`src/rtcc_pkg.sv`:
```
// rtcc_pkg: constants, types and helpers of the calendar and event block
package rtcc_pkg;
  // register byte offsets
  localparam logic [7:0] RTCC_OFS_MONTH_DAY = 8'h00;
  localparam logic [7:0] RTCC_OFS_YEAR_WEEK = 8'h04;
  localparam logic [7:0] RTCC_OFS_FLAGS = 8'h08;
  localparam logic [7:0] RTCC_OFS_ENABLES = 8'h0c;
  localparam logic [7:0] RTCC_OFS_STATUS = 8'h10;
  // field positions
  localparam int RTCC_POS_MONTH_TENS = 12;
  localparam int RTCC_POS_MONTH_UNITS = 8;
  localparam int RTCC_POS_DAY_TENS = 4;
  localparam int RTCC_POS_DAY_UNITS = 0;
  localparam int RTCC_POS_WEEKDAY = 8;
  localparam int RTCC_POS_YEAR_TENS = 4;
  localparam int RTCC_POS_YEAR_UNITS = 0;
  localparam int RTCC_POS_STAT_BUSY = 0;
  localparam int RTCC_POS_STAT_RUN = 1;
  // implemented flag and enable bits
  localparam logic [15:0] RTCC_EVT_MASK = 16'hf1ff;
  localparam logic [15:0] RTCC_RST_FLAGS = 16'h0000;
  localparam logic [15:0] RTCC_RST_ENABLES = 16'h0000;
  // calendar limits in bcd, then bus response codes
  localparam logic [7:0] RTCC_BCD_ONE = 8'h01;
  localparam logic [7:0] RTCC_MONTH_LAST = 8'h12;
  localparam logic [7:0] RTCC_YEAR_LAST = 8'h99;
  localparam logic [7:0] RTCC_DAYS_LONG = 8'h31;
  localparam logic [7:0] RTCC_DAYS_SHORT = 8'h30;
  localparam logic [7:0] RTCC_DAYS_FEB = 8'h28;
  localparam logic [7:0] RTCC_DAYS_FEB_LEAP = 8'h29;
  localparam logic [2:0] RTCC_WEEKDAY_LAST = 3'h6;
  localparam logic [1:0] RTCC_RESP_OKAY = 2'b00;
  localparam logic [1:0] RTCC_RESP_SLVERR = 2'b10;

  typedef struct packed {
    logic month_tens;
    logic [3:0] month_units;
    logic [1:0] day_tens;
    logic [3:0] day_units;
    logic [2:0] weekday_count;
    logic [3:0] year_tens;
    logic [3:0] year_units;
  } rtcc_cal_t;

  localparam rtcc_cal_t RTCC_RST_CAL = '{month_tens: 1'b0,
    month_units: 4'h1, day_tens: 2'h0, day_units: 4'h1,
    weekday_count: 3'h0, year_tens: 4'h0, year_units: 4'h0};

  // event pulses, laid out like the flag register
  typedef struct packed {
    logic regulation_done_flag;
    logic stopwatch_1hz_flag;
    logic stopwatch_10hz_flag;
    logic stopwatch_100hz_flag;
    logic [2:0] unused;
    logic alarm_match_flag;
    logic day_tick_flag;
    logic hour_tick_flag;
    logic minute_tick_flag;
    logic second_tick_flag;
    logic half_second_flag;
    logic quarter_second_flag;
    logic eighth_second_flag;
    logic thirtysecond_tick_flag;
  } rtcc_evt_t;

  typedef enum logic [1:0] {
    RTCC_WS_WAIT = 2'b00,
    RTCC_WS_DO = 2'b01,
    RTCC_WS_RESP = 2'b10
  } rtcc_wst_t;

  typedef enum logic {
    RTCC_RS_IDLE = 1'b0,
    RTCC_RS_RESP = 1'b1
  } rtcc_rst_t;

  typedef struct packed {
    rtcc_wst_t wst;
    logic aw_rdy;
    logic w_rdy;
    logic [7:0] waddr;
    logic [15:0] wdata;
    logic [1:0] wstrb;
    logic bvalid;
    logic [1:0] bresp;
    rtcc_rst_t rst;
    logic ar_rdy;
    logic rvalid;
    logic [15:0] rdata;
    logic [1:0] rresp;
  } rtcc_bus_st_t;

  localparam rtcc_bus_st_t RTCC_RST_BUS = '{wst: RTCC_WS_WAIT,
    aw_rdy: 1'b1, w_rdy: 1'b1, waddr: 8'h00, wdata: 16'h0000,
    wstrb: 2'b00, bvalid: 1'b0, bresp: 2'b00, rst: RTCC_RS_IDLE,
    ar_rdy: 1'b1, rvalid: 1'b0, rdata: 16'h0000, rresp: 2'b00};

  typedef struct packed {
    logic [15:0] flags;
    logic [15:0] enables;
    logic irq;
  } rtcc_irq_st_t;

  function automatic logic [7:0] rtcc_bcd_inc(input logic [7:0] v);
    logic [7:0] r;
    if (v == RTCC_YEAR_LAST) r = 8'h00;
    else if (v[3:0] >= 4'h9) r = {v[7:4] + 4'h1, 4'h0};
    else r = {v[7:4], v[3:0] + 4'h1};
    return r;
  endfunction

  // bcd year divisible by four
  function automatic logic rtcc_is_leap(input logic [7:0] y);
    logic r;
    if (y[4]) r = (y[3:0] == 4'h2) || (y[3:0] == 4'h6);
    else r = (y[3:0] == 4'h0) || (y[3:0] == 4'h4) || (y[3:0] == 4'h8);
    return r;
  endfunction

  function automatic logic [7:0] rtcc_last_day(input logic [7:0] m,
                                               input logic leap);
    logic [7:0] r;
    case (m)
      8'h02: r = leap ? RTCC_DAYS_FEB_LEAP : RTCC_DAYS_FEB;
      8'h04, 8'h06, 8'h09, 8'h11: r = RTCC_DAYS_SHORT;
      default: r = RTCC_DAYS_LONG;
    endcase
    return r;
  endfunction
endpackage

```
`src/rtcc_calendar.sv`:
```
// rtcc_calendar: bcd day, month, weekday and year counters
`timescale 1ns/1ps
`default_nettype none
module rtcc_calendar import rtcc_pkg::*; (
  input wire logic i_ref_clk, // system clock
  input wire logic i_resetn, // synchronous reset, active low
  input wire logic i_advance, // one-cycle pulse: next day
  input wire logic i_load, // one-cycle pulse: software write
  input wire rtcc_cal_t i_load_val, // value to load
  output rtcc_cal_t o_cal // current calendar
);
  rtcc_cal_t cal_q, cal_d;
  logic [7:0] day_v, mon_v, yr_v;

  always_comb begin
    cal_d = cal_q;
    day_v = {2'b00, cal_q.day_tens, cal_q.day_units};
    mon_v = {3'b000, cal_q.month_tens, cal_q.month_units};
    yr_v = {cal_q.year_tens, cal_q.year_units};
    if (i_load) begin
      cal_d = i_load_val; // see RL1
    end else if (i_advance) begin
      // modulo-7 weekday, 0 is sunday
      if (cal_q.weekday_count >= RTCC_WEEKDAY_LAST) begin
        cal_d.weekday_count = 3'h0; // see RL6
      end else begin
        cal_d.weekday_count = cal_q.weekday_count + 3'h1; // see RL6
      end
      // month end, leap february from year count
      if (day_v >= rtcc_last_day(mon_v, rtcc_is_leap(yr_v))) begin // see RL5
        day_v = RTCC_BCD_ONE; // see RL15
        // december and months above 12 fold back to january
        if (mon_v >= RTCC_MONTH_LAST) begin // see RL3
          mon_v = RTCC_BCD_ONE; // see RL2
          yr_v = rtcc_bcd_inc(yr_v); // see RL8
        end else begin
          mon_v = rtcc_bcd_inc(mon_v); // see RL2
        end
      end else begin
        day_v = rtcc_bcd_inc(day_v); // see RL4
      end
      cal_d.day_tens = day_v[5:4];
      cal_d.day_units = day_v[3:0];
      cal_d.month_tens = mon_v[4];
      cal_d.month_units = mon_v[3:0];
      cal_d.year_tens = yr_v[7:4]; // see RL7
      cal_d.year_units = yr_v[3:0];
    end
  end

  always_ff @(posedge i_ref_clk) begin
    if (!i_resetn) cal_q <= RTCC_RST_CAL;
    else cal_q <= cal_d;
  end

  assign o_cal = cal_q;
endmodule // rtcc_calendar
`default_nettype wire

```
`src/rtcc_events.sv`:
```
// rtcc_events: sticky event flags, enables and interrupt request
`timescale 1ns/1ps
`default_nettype none
module rtcc_events import rtcc_pkg::*; (
  input wire logic i_ref_clk, // system clock
  input wire logic i_resetn, // synchronous reset, active low
  input wire rtcc_evt_t i_set, // event pulses
  input wire logic [15:0] i_clr, // write-one-to-clear pulses
  input wire logic i_en_we, // enable register write strobe
  input wire logic [15:0] i_en_val, // new enable value
  output logic [15:0] o_flags, // sticky flags
  output logic [15:0] o_enables, // enable bits
  output logic o_irq // interrupt request, level
);
  rtcc_irq_st_t st_q, st_d;

  always_comb begin
    st_d = st_q;
    // set wins over a clear in the same cycle
    st_d.flags = ((st_q.flags & ~i_clr) | i_set) & RTCC_EVT_MASK; // see RL10
    if (i_en_we) st_d.enables = i_en_val & RTCC_EVT_MASK; // see RL13
    st_d.irq = |(st_d.flags & st_d.enables); // see RL14
  end

  always_ff @(posedge i_ref_clk) begin
    if (!i_resetn) begin
      st_q <= '{flags: RTCC_RST_FLAGS, enables: RTCC_RST_ENABLES, irq: 1'b0};
    end else begin
      st_q <= st_d;
    end
  end

  assign o_flags = st_q.flags;
  assign o_enables = st_q.enables;
  assign o_irq = st_q.irq;
endmodule // rtcc_events
`default_nettype wire

```
`src/rtcc_top.sv`:
```
// rtcc_top: calendar counters and event interrupts behind axi4-lite
//
// Overview of operation
// RL1: month kept as bcd tens bit, units nibble
// RL2: month counts in bcd from 1 to 12
// RL3: software never loads month zero
// RL4: day kept as two-bit tens, four-bit units
// RL5: day limit depends on month and leap year
// RL6: weekday counts 0 to 6, sunday first
// RL7: year kept as bcd tens and units nibbles
// RL8: year counts in bcd from 0 to 99
// RL9: software avoids calendar writes while busy
// RL10: flags stick; writing one clears them
// RL11: bits 15 to 12: regulation, stopwatch ticks
// RL12: bits 8 to 0: alarm down to 1/32s
// RL13: enable bits mirror flag positions, one enables
// RL14: irq high while any enabled flag set
// RL15: year divisible by four is a leap year
//
// Local design decisions: register access over AXI4-Lite and the register offsets.
`timescale 1ns/1ps
`default_nettype none
module rtcc_top import rtcc_pkg::*; (
  input wire logic i_ref_clk, // 50 mhz system clock
  input wire logic i_resetn, // synchronous reset, active low
  // axi4-lite write address channel
  input wire logic [7:0] i_s_axi_awaddr, // write byte address
  input wire logic i_s_axi_awvalid, // write address valid
  output logic o_s_axi_awready, // write address ready
  // axi4-lite write data channel
  input wire logic [31:0] i_s_axi_wdata, // write data
  input wire logic [3:0] i_s_axi_wstrb, // write byte strobes
  input wire logic i_s_axi_wvalid, // write data valid
  output logic o_s_axi_wready, // write data ready
  // axi4-lite write response channel
  output logic [1:0] o_s_axi_bresp, // write response
  output logic o_s_axi_bvalid, // write response valid
  input wire logic i_s_axi_bready, // write response ready
  // axi4-lite read address channel
  input wire logic [7:0] i_s_axi_araddr, // read byte address
  input wire logic i_s_axi_arvalid, // read address valid
  output logic o_s_axi_arready, // read address ready
  // axi4-lite read data channel
  output logic [31:0] o_s_axi_rdata, // read data
  output logic [1:0] o_s_axi_rresp, // read response
  output logic o_s_axi_rvalid, // read data valid
  input wire logic i_s_axi_rready, // read data ready
  // clock core side
  input wire rtcc_evt_t i_events, // one-cycle event pulses
  input wire logic i_counter_busy, // counters being updated
  input wire logic i_clock_run, // clock counter running
  output logic o_irq // interrupt request, active high
);

  // ------------------------------------------------------------------
  // helpers
  // ------------------------------------------------------------------

  function automatic logic [15:0] rtcc_merge(input logic [15:0] old_v,
                                             input logic [15:0] new_v,
                                             input logic [1:0] strb);
    logic [15:0] m;
    m = {{8{strb[1]}}, {8{strb[0]}}};
    return (old_v & ~m) | (new_v & m);
  endfunction

  function automatic logic rtcc_mapped(input logic [7:0] a);
    logic r;
    case ({a[7:2], 2'b00})
      RTCC_OFS_MONTH_DAY, RTCC_OFS_YEAR_WEEK, RTCC_OFS_FLAGS,
      RTCC_OFS_ENABLES, RTCC_OFS_STATUS: r = 1'b1;
      default: r = 1'b0;
    endcase
    return r;
  endfunction

  function automatic logic [15:0] rtcc_pack_md(input rtcc_cal_t c);
    logic [15:0] w;
    w = 16'h0000;
    w[RTCC_POS_MONTH_TENS] = c.month_tens;
    w[RTCC_POS_MONTH_UNITS +: 4] = c.month_units;
    w[RTCC_POS_DAY_TENS +: 2] = c.day_tens;
    w[RTCC_POS_DAY_UNITS +: 4] = c.day_units;
    return w;
  endfunction

  function automatic logic [15:0] rtcc_pack_yw(input rtcc_cal_t c);
    logic [15:0] w;
    w = 16'h0000;
    w[RTCC_POS_WEEKDAY +: 3] = c.weekday_count;
    w[RTCC_POS_YEAR_TENS +: 4] = c.year_tens;
    w[RTCC_POS_YEAR_UNITS +: 4] = c.year_units;
    return w;
  endfunction

  // ------------------------------------------------------------------
  // state and internal signals
  // ------------------------------------------------------------------

  rtcc_bus_st_t bus_q, bus_d;
  rtcc_cal_t cal;
  rtcc_cal_t cal_load_val;
  logic [15:0] flags;
  logic [15:0] enables;
  logic [15:0] md_word;
  logic [15:0] yw_word;
  logic [15:0] stat_word;
  logic [15:0] rd_word;
  logic [15:0] merged;
  logic [15:0] clr_bits;
  logic do_wr;
  logic wr_md;
  logic wr_yw;
  logic wr_fl;
  logic wr_en;
  logic cal_load;
  logic day_advance;

  assign md_word = rtcc_pack_md(cal);
  assign yw_word = rtcc_pack_yw(cal);

  // ------------------------------------------------------------------
  // write commit decode
  // ------------------------------------------------------------------

  // calendar writes are accepted even while busy
  assign do_wr = (bus_q.wst == RTCC_WS_DO); // see RL9
  assign wr_md = do_wr && ({bus_q.waddr[7:2], 2'b00} == RTCC_OFS_MONTH_DAY);
  assign wr_yw = do_wr && ({bus_q.waddr[7:2], 2'b00} == RTCC_OFS_YEAR_WEEK);
  assign wr_fl = do_wr && ({bus_q.waddr[7:2], 2'b00} == RTCC_OFS_FLAGS);
  assign wr_en = do_wr && ({bus_q.waddr[7:2], 2'b00} == RTCC_OFS_ENABLES);
  assign cal_load = wr_md || wr_yw;

  always_comb begin
    cal_load_val = cal;
    merged = 16'h0000;
    if (wr_md) begin
      merged = rtcc_merge(md_word, bus_q.wdata, bus_q.wstrb);
      cal_load_val.month_tens = merged[RTCC_POS_MONTH_TENS]; // see RL1
      cal_load_val.month_units = merged[RTCC_POS_MONTH_UNITS +: 4];
      cal_load_val.day_tens = merged[RTCC_POS_DAY_TENS +: 2]; // see RL4
      cal_load_val.day_units = merged[RTCC_POS_DAY_UNITS +: 4];
    end else if (wr_yw) begin
      merged = rtcc_merge(yw_word, bus_q.wdata, bus_q.wstrb);
      cal_load_val.weekday_count = merged[RTCC_POS_WEEKDAY +: 3];
      cal_load_val.year_tens = merged[RTCC_POS_YEAR_TENS +: 4]; // see RL7
      cal_load_val.year_units = merged[RTCC_POS_YEAR_UNITS +: 4];
    end
  end

  // write-one-to-clear on the flag register, per byte lane
  assign clr_bits = wr_fl ? rtcc_merge(16'h0000, bus_q.wdata, bus_q.wstrb)
                          : 16'h0000; // see RL10

  // ------------------------------------------------------------------
  // read mux
  // ------------------------------------------------------------------

  always_comb begin
    stat_word = 16'h0000;
    stat_word[RTCC_POS_STAT_BUSY] = i_counter_busy;
    stat_word[RTCC_POS_STAT_RUN] = i_clock_run;
    case ({i_s_axi_araddr[7:2], 2'b00})
      RTCC_OFS_MONTH_DAY: rd_word = md_word;
      RTCC_OFS_YEAR_WEEK: rd_word = yw_word;
      RTCC_OFS_FLAGS: rd_word = flags; // see RL11
      RTCC_OFS_ENABLES: rd_word = enables; // see RL13
      RTCC_OFS_STATUS: rd_word = stat_word;
      default: rd_word = 16'h0000;
    endcase
  end

  // ------------------------------------------------------------------
  // axi4-lite slave
  // ------------------------------------------------------------------

  always_comb begin
    bus_d = bus_q;
    // write side: address and data in either order
    case (bus_q.wst)
      RTCC_WS_WAIT: begin
        if (bus_q.aw_rdy && i_s_axi_awvalid) begin
          bus_d.waddr = i_s_axi_awaddr;
          bus_d.aw_rdy = 1'b0;
        end
        if (bus_q.w_rdy && i_s_axi_wvalid) begin
          bus_d.wdata = i_s_axi_wdata[15:0];
          bus_d.wstrb = i_s_axi_wstrb[1:0];
          bus_d.w_rdy = 1'b0;
        end
        if (!bus_d.aw_rdy && !bus_d.w_rdy) begin
          bus_d.wst = RTCC_WS_DO;
        end
      end
      RTCC_WS_DO: begin
        bus_d.bvalid = 1'b1;
        bus_d.bresp = rtcc_mapped(bus_q.waddr) ? RTCC_RESP_OKAY
                                               : RTCC_RESP_SLVERR;
        bus_d.wst = RTCC_WS_RESP;
      end
      RTCC_WS_RESP: begin
        if (i_s_axi_bready) begin
          bus_d.bvalid = 1'b0;
          bus_d.aw_rdy = 1'b1;
          bus_d.w_rdy = 1'b1;
          bus_d.wst = RTCC_WS_WAIT;
        end
      end
      default: begin
        bus_d.wst = RTCC_WS_WAIT;
        bus_d.aw_rdy = 1'b1;
        bus_d.w_rdy = 1'b1;
        bus_d.bvalid = 1'b0;
      end
    endcase
    // read side: data captured when the address is taken
    case (bus_q.rst)
      RTCC_RS_IDLE: begin
        if (i_s_axi_arvalid) begin
          bus_d.rdata = rd_word;
          bus_d.rresp = rtcc_mapped(i_s_axi_araddr) ? RTCC_RESP_OKAY
                                                    : RTCC_RESP_SLVERR;
          bus_d.rvalid = 1'b1;
          bus_d.ar_rdy = 1'b0;
          bus_d.rst = RTCC_RS_RESP;
        end
      end
      RTCC_RS_RESP: begin
        if (i_s_axi_rready) begin
          bus_d.rvalid = 1'b0;
          bus_d.ar_rdy = 1'b1;
          bus_d.rst = RTCC_RS_IDLE;
        end
      end
      default: begin
        bus_d.rst = RTCC_RS_IDLE;
        bus_d.ar_rdy = 1'b1;
        bus_d.rvalid = 1'b0;
      end
    endcase
  end

  always_ff @(posedge i_ref_clk) begin
    if (!i_resetn) bus_q <= RTCC_RST_BUS;
    else bus_q <= bus_d;
  end

  assign o_s_axi_awready = bus_q.aw_rdy;
  assign o_s_axi_wready = bus_q.w_rdy;
  assign o_s_axi_bvalid = bus_q.bvalid;
  assign o_s_axi_bresp = bus_q.bresp;
  assign o_s_axi_arready = bus_q.ar_rdy;
  assign o_s_axi_rvalid = bus_q.rvalid;
  assign o_s_axi_rresp = bus_q.rresp;
  assign o_s_axi_rdata = {16'h0000, bus_q.rdata};

  // ------------------------------------------------------------------
  // calendar counters
  // ------------------------------------------------------------------

  // day rollover from the hour counter advances the date while running
  assign day_advance = i_events.day_tick_flag && i_clock_run; // see RL5

  rtcc_calendar u_calendar (
    .i_ref_clk (i_ref_clk),
    .i_resetn (i_resetn),
    .i_advance (day_advance),
    .i_load (cal_load),
    .i_load_val (cal_load_val),
    .o_cal (cal)
  );

  // ------------------------------------------------------------------
  // event flags and interrupt
  // ------------------------------------------------------------------

  // event struct layout places each source at its flag bit
  rtcc_events u_events (
    .i_ref_clk (i_ref_clk),
    .i_resetn (i_resetn),
    .i_set (i_events), // see RL12
    .i_clr (clr_bits),
    .i_en_we (wr_en),
    .i_en_val (rtcc_merge(enables, bus_q.wdata, bus_q.wstrb)),
    .o_flags (flags),
    .o_enables (enables),
    .o_irq (o_irq)
  );

endmodule // rtcc_top
`default_nettype wire

```
`config.mk`:
```
export PLATFORM = sky130hd
export DESIGN_NAME = rtcc_top
export DESIGN_NICKNAME = d
export VERILOG_FILES = /design/src/rtcc_pkg.sv /design/src/rtcc_calendar.sv /design/src/rtcc_events.sv /design/src/rtcc_top.sv
export SDC_FILE = /design/constraint.sdc
export NUM_CORES = 1
export LEC_CHECK = 0
export ABC_CLOCK_PERIOD_IN_PS = 3900
export BUFFER_PORTS_ARGS = -buffer_cell sky130_fd_sc_hd__buf_4
export CAP_MARGIN = 0
export CORE_AREA = 2 2 111 156
export CTS_CLUSTER_DIAMETER = 100
export DETAILED_ROUTE_END_ITERATION = 12
export DIE_AREA = 0 0 113 158
export MAX_ROUTING_LAYER = met4
export PLACE_DENSITY = 0.58
export SKIP_CTS_REPAIR_TIMING = 1
export SLEW_MARGIN = 20
export SYNTH_ARGS = -nofsm -noshare
export SYNTH_HDL_FRONTEND = slang
export SYNTH_SLANG_ARGS = --single-unit
```
`constraint.sdc`:
```
create_clock -name i_ref_clk -period 3.9 [get_ports i_ref_clk]
set_input_delay 0.39 -clock i_ref_clk [delete_from_list [all_inputs] [get_ports i_ref_clk]]
set_output_delay 0.39 -clock i_ref_clk [all_outputs]
set_load 0.005 [all_outputs]
```
[After elaboration in Yosys (flattened, before gate mapping)]
Index checks and enable logic that the tools add are counted.
Cells by class
  order comparisons: 6
  reduce and logical (&&, ||, !) cells: 42
  bitwise gates (word level): 15
  add/subtract/negate cells: 7
  equality and inequality tests: 27
  multiplexer cells: 45
Operator list (count)
  one-hot mux 16 bit (5 select lines): 1
  bitwise AND 16 bit: 4
  2-to-1 mux 8 bit: 6
  2-to-1 mux 22 bit: 2
  2-to-1 mux 11 bit: 3
  2-to-1 mux 16 bit: 2
  NOT 16 bit: 2
  bitwise OR 16 bit: 2
  equality test 6 x 2 -> 1 bit (second input constant): 4
  2-to-1 mux 21 bit: 1
  adder 4 x 1 -> 4 bit (second input constant): 4
  one-hot mux 8 bit (2 select lines): 1
  AND reduction 2 bit: 8
  OR reduction 16 bit: 1
  2-to-1 mux 5 bit: 3
  2-to-1 mux 1 bit: 14
  inequality test 2 bit (second input constant): 7
  bitwise AND 13 bit: 1
  bitwise OR 13 bit: 1
  equality test 6 x 1 -> 1 bit (second input constant): 2
  equality test 6 x 3 -> 1 bit (second input constant): 2
  greater-or-equal comparator 4 bit (second input constant): 3
  zero test 6 bit: 2
  2-to-1 mux 6 bit: 2
  other kinds (38): 64
Storage, ports and cells
  logic and storage cells: 166
  register bits after elaboration: 109
  input bits: 77
  output and inout port bits: 42

[Longest topological paths before layout]
  depth in word-level cells: 14
  depth in mapped cells: 15

[Hierarchy]
Synthesis repeated with hierarchy kept, for this count alone.
Second synthesis, totals
  cells, all modules: 664
  area, all modules: 5950.7 um^2
By module, submodules not included
  rtcc_top: times used 1, cells each 354, area each 3221.8 um^2, sequential area each 1001.0 um^2
  rtcc_calendar: times used 1, cells each 197, area each 1622.8 um^2, sequential area each 440.4 um^2
  rtcc_events: times used 1, cells each 113, area each 1106.1 um^2, sequential area each 540.5 um^2

[Worst setup path before layout]
Ideal clock, no wire load.
  kind: reg-to-reg
  start point: register with a tool-made name
  end point: register with a tool-made name
  arrival time: 2911 ps
  required time: 3778 ps
  period minus slack after synthesis: 3033 ps
  path buffers: 0
  library setup time: 122 ps
  cell stages (with the launch flop): 16
  path slack: 867 ps
  cells stage by stage: dfxtp_1 inv_1 ha_1 nand2_1 o22ai_1 nand2_1 a21oi_1 nor2_1 a31oi_1 ha_1 or4b_1 a21o_1 a21o_1 a21oi_2 o21ai_0 a221o_1

==> qor.log <==
qor: cts.clock_insertion_delay_worst_skew 350 ps
qor: worst_setup_path.reg2reg_depth 15
qor: worst_setup_path.cp.arrival 3720 ps
qor: synthesis.synth_adder_area_share 0.0432
qor: floorplan.die-width 113 um
qor: synthesis.ys_seq_elements 99
qor: global_route.gr-total-overflow 0
qor: global_route.largest_net_degree_at_the_start_of_global_routing 53
qor: sta.timing_max_transition_violations_final 0
qor: sta.timing.max_slew.rel_slack 0.373
qor: synthesis.synth-xor-area-share 0.00505
qor: synthesis.synthDominantAreaCellType dfxtp_1
qor: cells_and_area.layout_cells_sized_above_1 0.183
qor: sta.timing.final.hold_violations 0
qor: cts.clock_sink_count 99
qor: cells_and_area.flow.area_growth_from_synthesis 16.0%
qor: floorplan.die_h 158 um
qor: floorplan.boundaryPins 119
qor: synthesis.synth_most_common_cell dfxtp_1
qor: cts.cts_made_buffers 9
qor: detailed_routing.drtPass1Iterations 8
qor: synthesis.synth.distinct_cells 67
qor: cells_and_area.diodes 0
qor: sta.finalClockSkew 7.92 ps
qor: synthesis.synthesis.area_per_instance 8.40 um^2
qor: placed_design.post-dp-hpwl 11.0 mm
qor: outcome.run_status finished, violations left
qor: pwr.worst_ir_drop_vdd 0.000186 V
qor: worst_setup_path.slack_of_the_worst_reg_to_reg_path 420 ps
qor: floorplan.die-area 17,900 um^2
qor: cells_and_area.finalInstanceArea 6040 um^2
qor: sta.final_setup_tns 0 ps
qor: outcome.failed_checks design-rule violations
qor: detailed_routing.final_antenna_net_count 0
qor: synthesis.syn_inst 620
qor: hold_path.hold_path_depth 2
qor: synthesis.yosys_most_used_dff dfxtp_1
qor: global_route.grt_antenna_before_repair 0
qor: worst_setup_path.timing.critical_path.required 4140 ps
qor: cts.htree_num_levels 3
qor: run.maxCapViolCount 0
qor: synthesis.synth-edff-count 0
qor: sta.max_freq 0.287 GHz
qor: synthesis.synth_compound_area_frac 0.210
qor: sta.period_needed 3480 ps
qor: cells_and_area.layout.core_utilization 0.365
qor: synthesis.async_reset_ff_frac 0
qor: cts.cts_root_buf clkbuf_16
qor: worst_setup_path.setup.worst_path.start_class flop
qor: synthesis.synth.top_cell.area_share 0.381
qor: synthesis.synth.mux.area_fraction 0.0766
qor: sta.setup_viol 0
qor: global_route.total_routing_usage_reported_by_global_routing 0.176
qor: placed_design.gp_congestion 0.903
qor: cts.clock_tree_from_tritoncts yes
qor: global_route.grt_pass1_vias 4,423
qor: sta.setup_repair_after_global_routing_missed_its_margin false
qor: synthesis.yosys.area_share.simple 0.188
qor: cells_and_area.final.fill_count 1,754
qor: detailed_routing.via_per_inst 5.17
qor: floorplan.floorplan.rows 56
qor: synthesis.synth.top_cells.by_count dfxtp_1 (99), nand2_1 (75), nor2_1 (59)
qor: detailed_routing.drt-initial-drc-count 253
qor: detailed_routing.postRouteWirelength 14.9 mm
qor: synthesis.ys_warn_count 0
qor: cells_and_area.net_count_of_the_finished_layout 757
qor: detailed_routing.wl_per_cell 17.2 um
qor: synthesis.synth_top_family_by_area compound AO/OA/AOI/OAI gates
qor: detailed_routing.dr_total_vias 4,500
qor: pwr.total_leakage_power 2.50 nW
qor: synthesis.synth_top_cells_by_area dfxtp_1 (38%), nand2_1 (5.4%), buf_4 (5.3%)
qor: sta.post-route-period-util 0.893
qor: placed_design.placement.io_buffers 75
qor: synthesis.synth-seq-area-share 0.381
qor: hold_path.holdCritPathClass primary input to flop
qor: floorplan.core_region_area 16,500 um^2
qor: sta.worstMarginPinSlew 940 ps
qor: cts.max-clock-path-buffers 2
qor: worst_setup_path.critPathMaxFanout 9
qor: global_route.grt_pass1_wl 23.7 mm
qor: pwr.power_density 382 nW/um^2
qor: worst_setup_path.cp-end-kind flop
qor: worst_setup_path.timing_worst_setup_path_type flop to flop
qor: hold_path.timing.hold.worst_endpoint u_events.o_flags[1]
qor: synthesis.synth_area 5210 um^2
qor: cts.clk_transition_reported_paths 70 ps
qor: detailed_routing.route.detailed.drc 8
qor: floorplan.initial_utilization 0.315
qor: placed_design.detailed_place.area 5740 um^2
qor: hold_path.hold_start i_events[1]
==> logic make-up after synthesis <==
family | count (synthesis)
flip-flops | 99
other | 1
multiplexers | 33
AO/OA/AOI/OAI | 167
buffers and inverters | 92
AND/OR/NAND/NOR | 207
XOR/XNOR | 3
adder cells (fa/ha/maj) | 18
==> layer usage <==
| layer | wire, um | global-route usage | up-vias | share of wire |
|---|---|---|---|---|
| met4 | 397 | 0.0755 | 0 | 0.027 |
| met3 | 543 | 0.0283 | 26 | 0.036 |
| met5 | 0 | - | - | 0 |
| met2 | 7560 | 0.302 | 129 | 0.51 |
| met1 | 6430 | 0.205 | 2117 | 0.43 |
| li1 | - | - | 2228 | - |
==> per-stage QoR <==
stage	total power, mW	cells	hold slack (ps)	worst slack, ps
after global routing	2.41	870	243	226
final	2.31	870	253	419
after detailed placement	1.41	854	451	459
after global placement	1.41	854	448	517
after floorplan	1.30	637	430	867
after CTS	2.33	870	246	463
==> worst max path at each step <==
stage,depth (start not counted),end,start,slack [ps]
6_report,15,flop,flop,420
2_1_floorplan,15,flop,flop,870
4_1_cts,15,flop,flop,460
5_1_grt,15,flop,flop,230
3_5_place_dp,15,flop,flop,460
3_3_place_gp,15,flop,flop,520
==> critical path: stages, from the launching register on <==
cell	delay [ps]
dfxtp_1	370
inv_1	150
ha_1	160
inv_1	40
o22ai_1	130
nand2_1	80
a21oi_1	140
nor2_1	60
a31oi_1	200
ha_1	270
or4b_1	460
a21o_1	190
a21o_1	250
a21oi_2	400
o21ai_0	170
a221o_1	310
==> placed cells by master, fill, tap and decap left out, drive strengths merged, types with 3 or more instances in the layout <==
cell type | Yosys | routed
o21ai | 30 | 30
a21o | 6 | 6
and3 | 8 | 8
buf | 43 | 83
inv | 23 | 24
nor2 | 59 | 59
clkbuf | 26 | 10
mux2 | 5 | 5
nand2 | 75 | 75
a21oi | 54 | 54
and2 | 11 | 11
dfxtp | 99 | 99
o211ai | 3 | 3
a22o | 3 | 3
mux2i | 23 | 23
nand2b | 3 | 3
a22oi | 9 | 9
mux4 | 5 | 5
a31oi | 16 | 16
a221oi | 3 | 3
nand3 | 24 | 24
ha | 18 | 18
o22ai | 4 | 4
o2bb2ai | 3 | 3
a221o | 3 | 3
nor3 | 7 | 7
conb | 1 | 18
nor4 | 4 | 4
nor2b | 4 | 4
o21bai | 3 | 3
o21a | 6 | 6
==> layout make-up <==
class	count	area (um^2)	share of cell area
clock buffers	10	239	0.0396
inverters	23	86.3	0.0143
repair buffers	83	623	0.103
multi-input cells	446	2790	0.462
flip-flops and latches	99	1980	0.328
well taps	203	254	0.0420
clock inverters	6	63.8	0.0106
==> power breakdown <==
group          total (mW)  internal [mW]  switching (mW)
registers            1.10           1.05          0.0460
clock network       0.922          0.515           0.406
logic               0.284          0.119           0.165
Power figures use the tool's default switching activity.
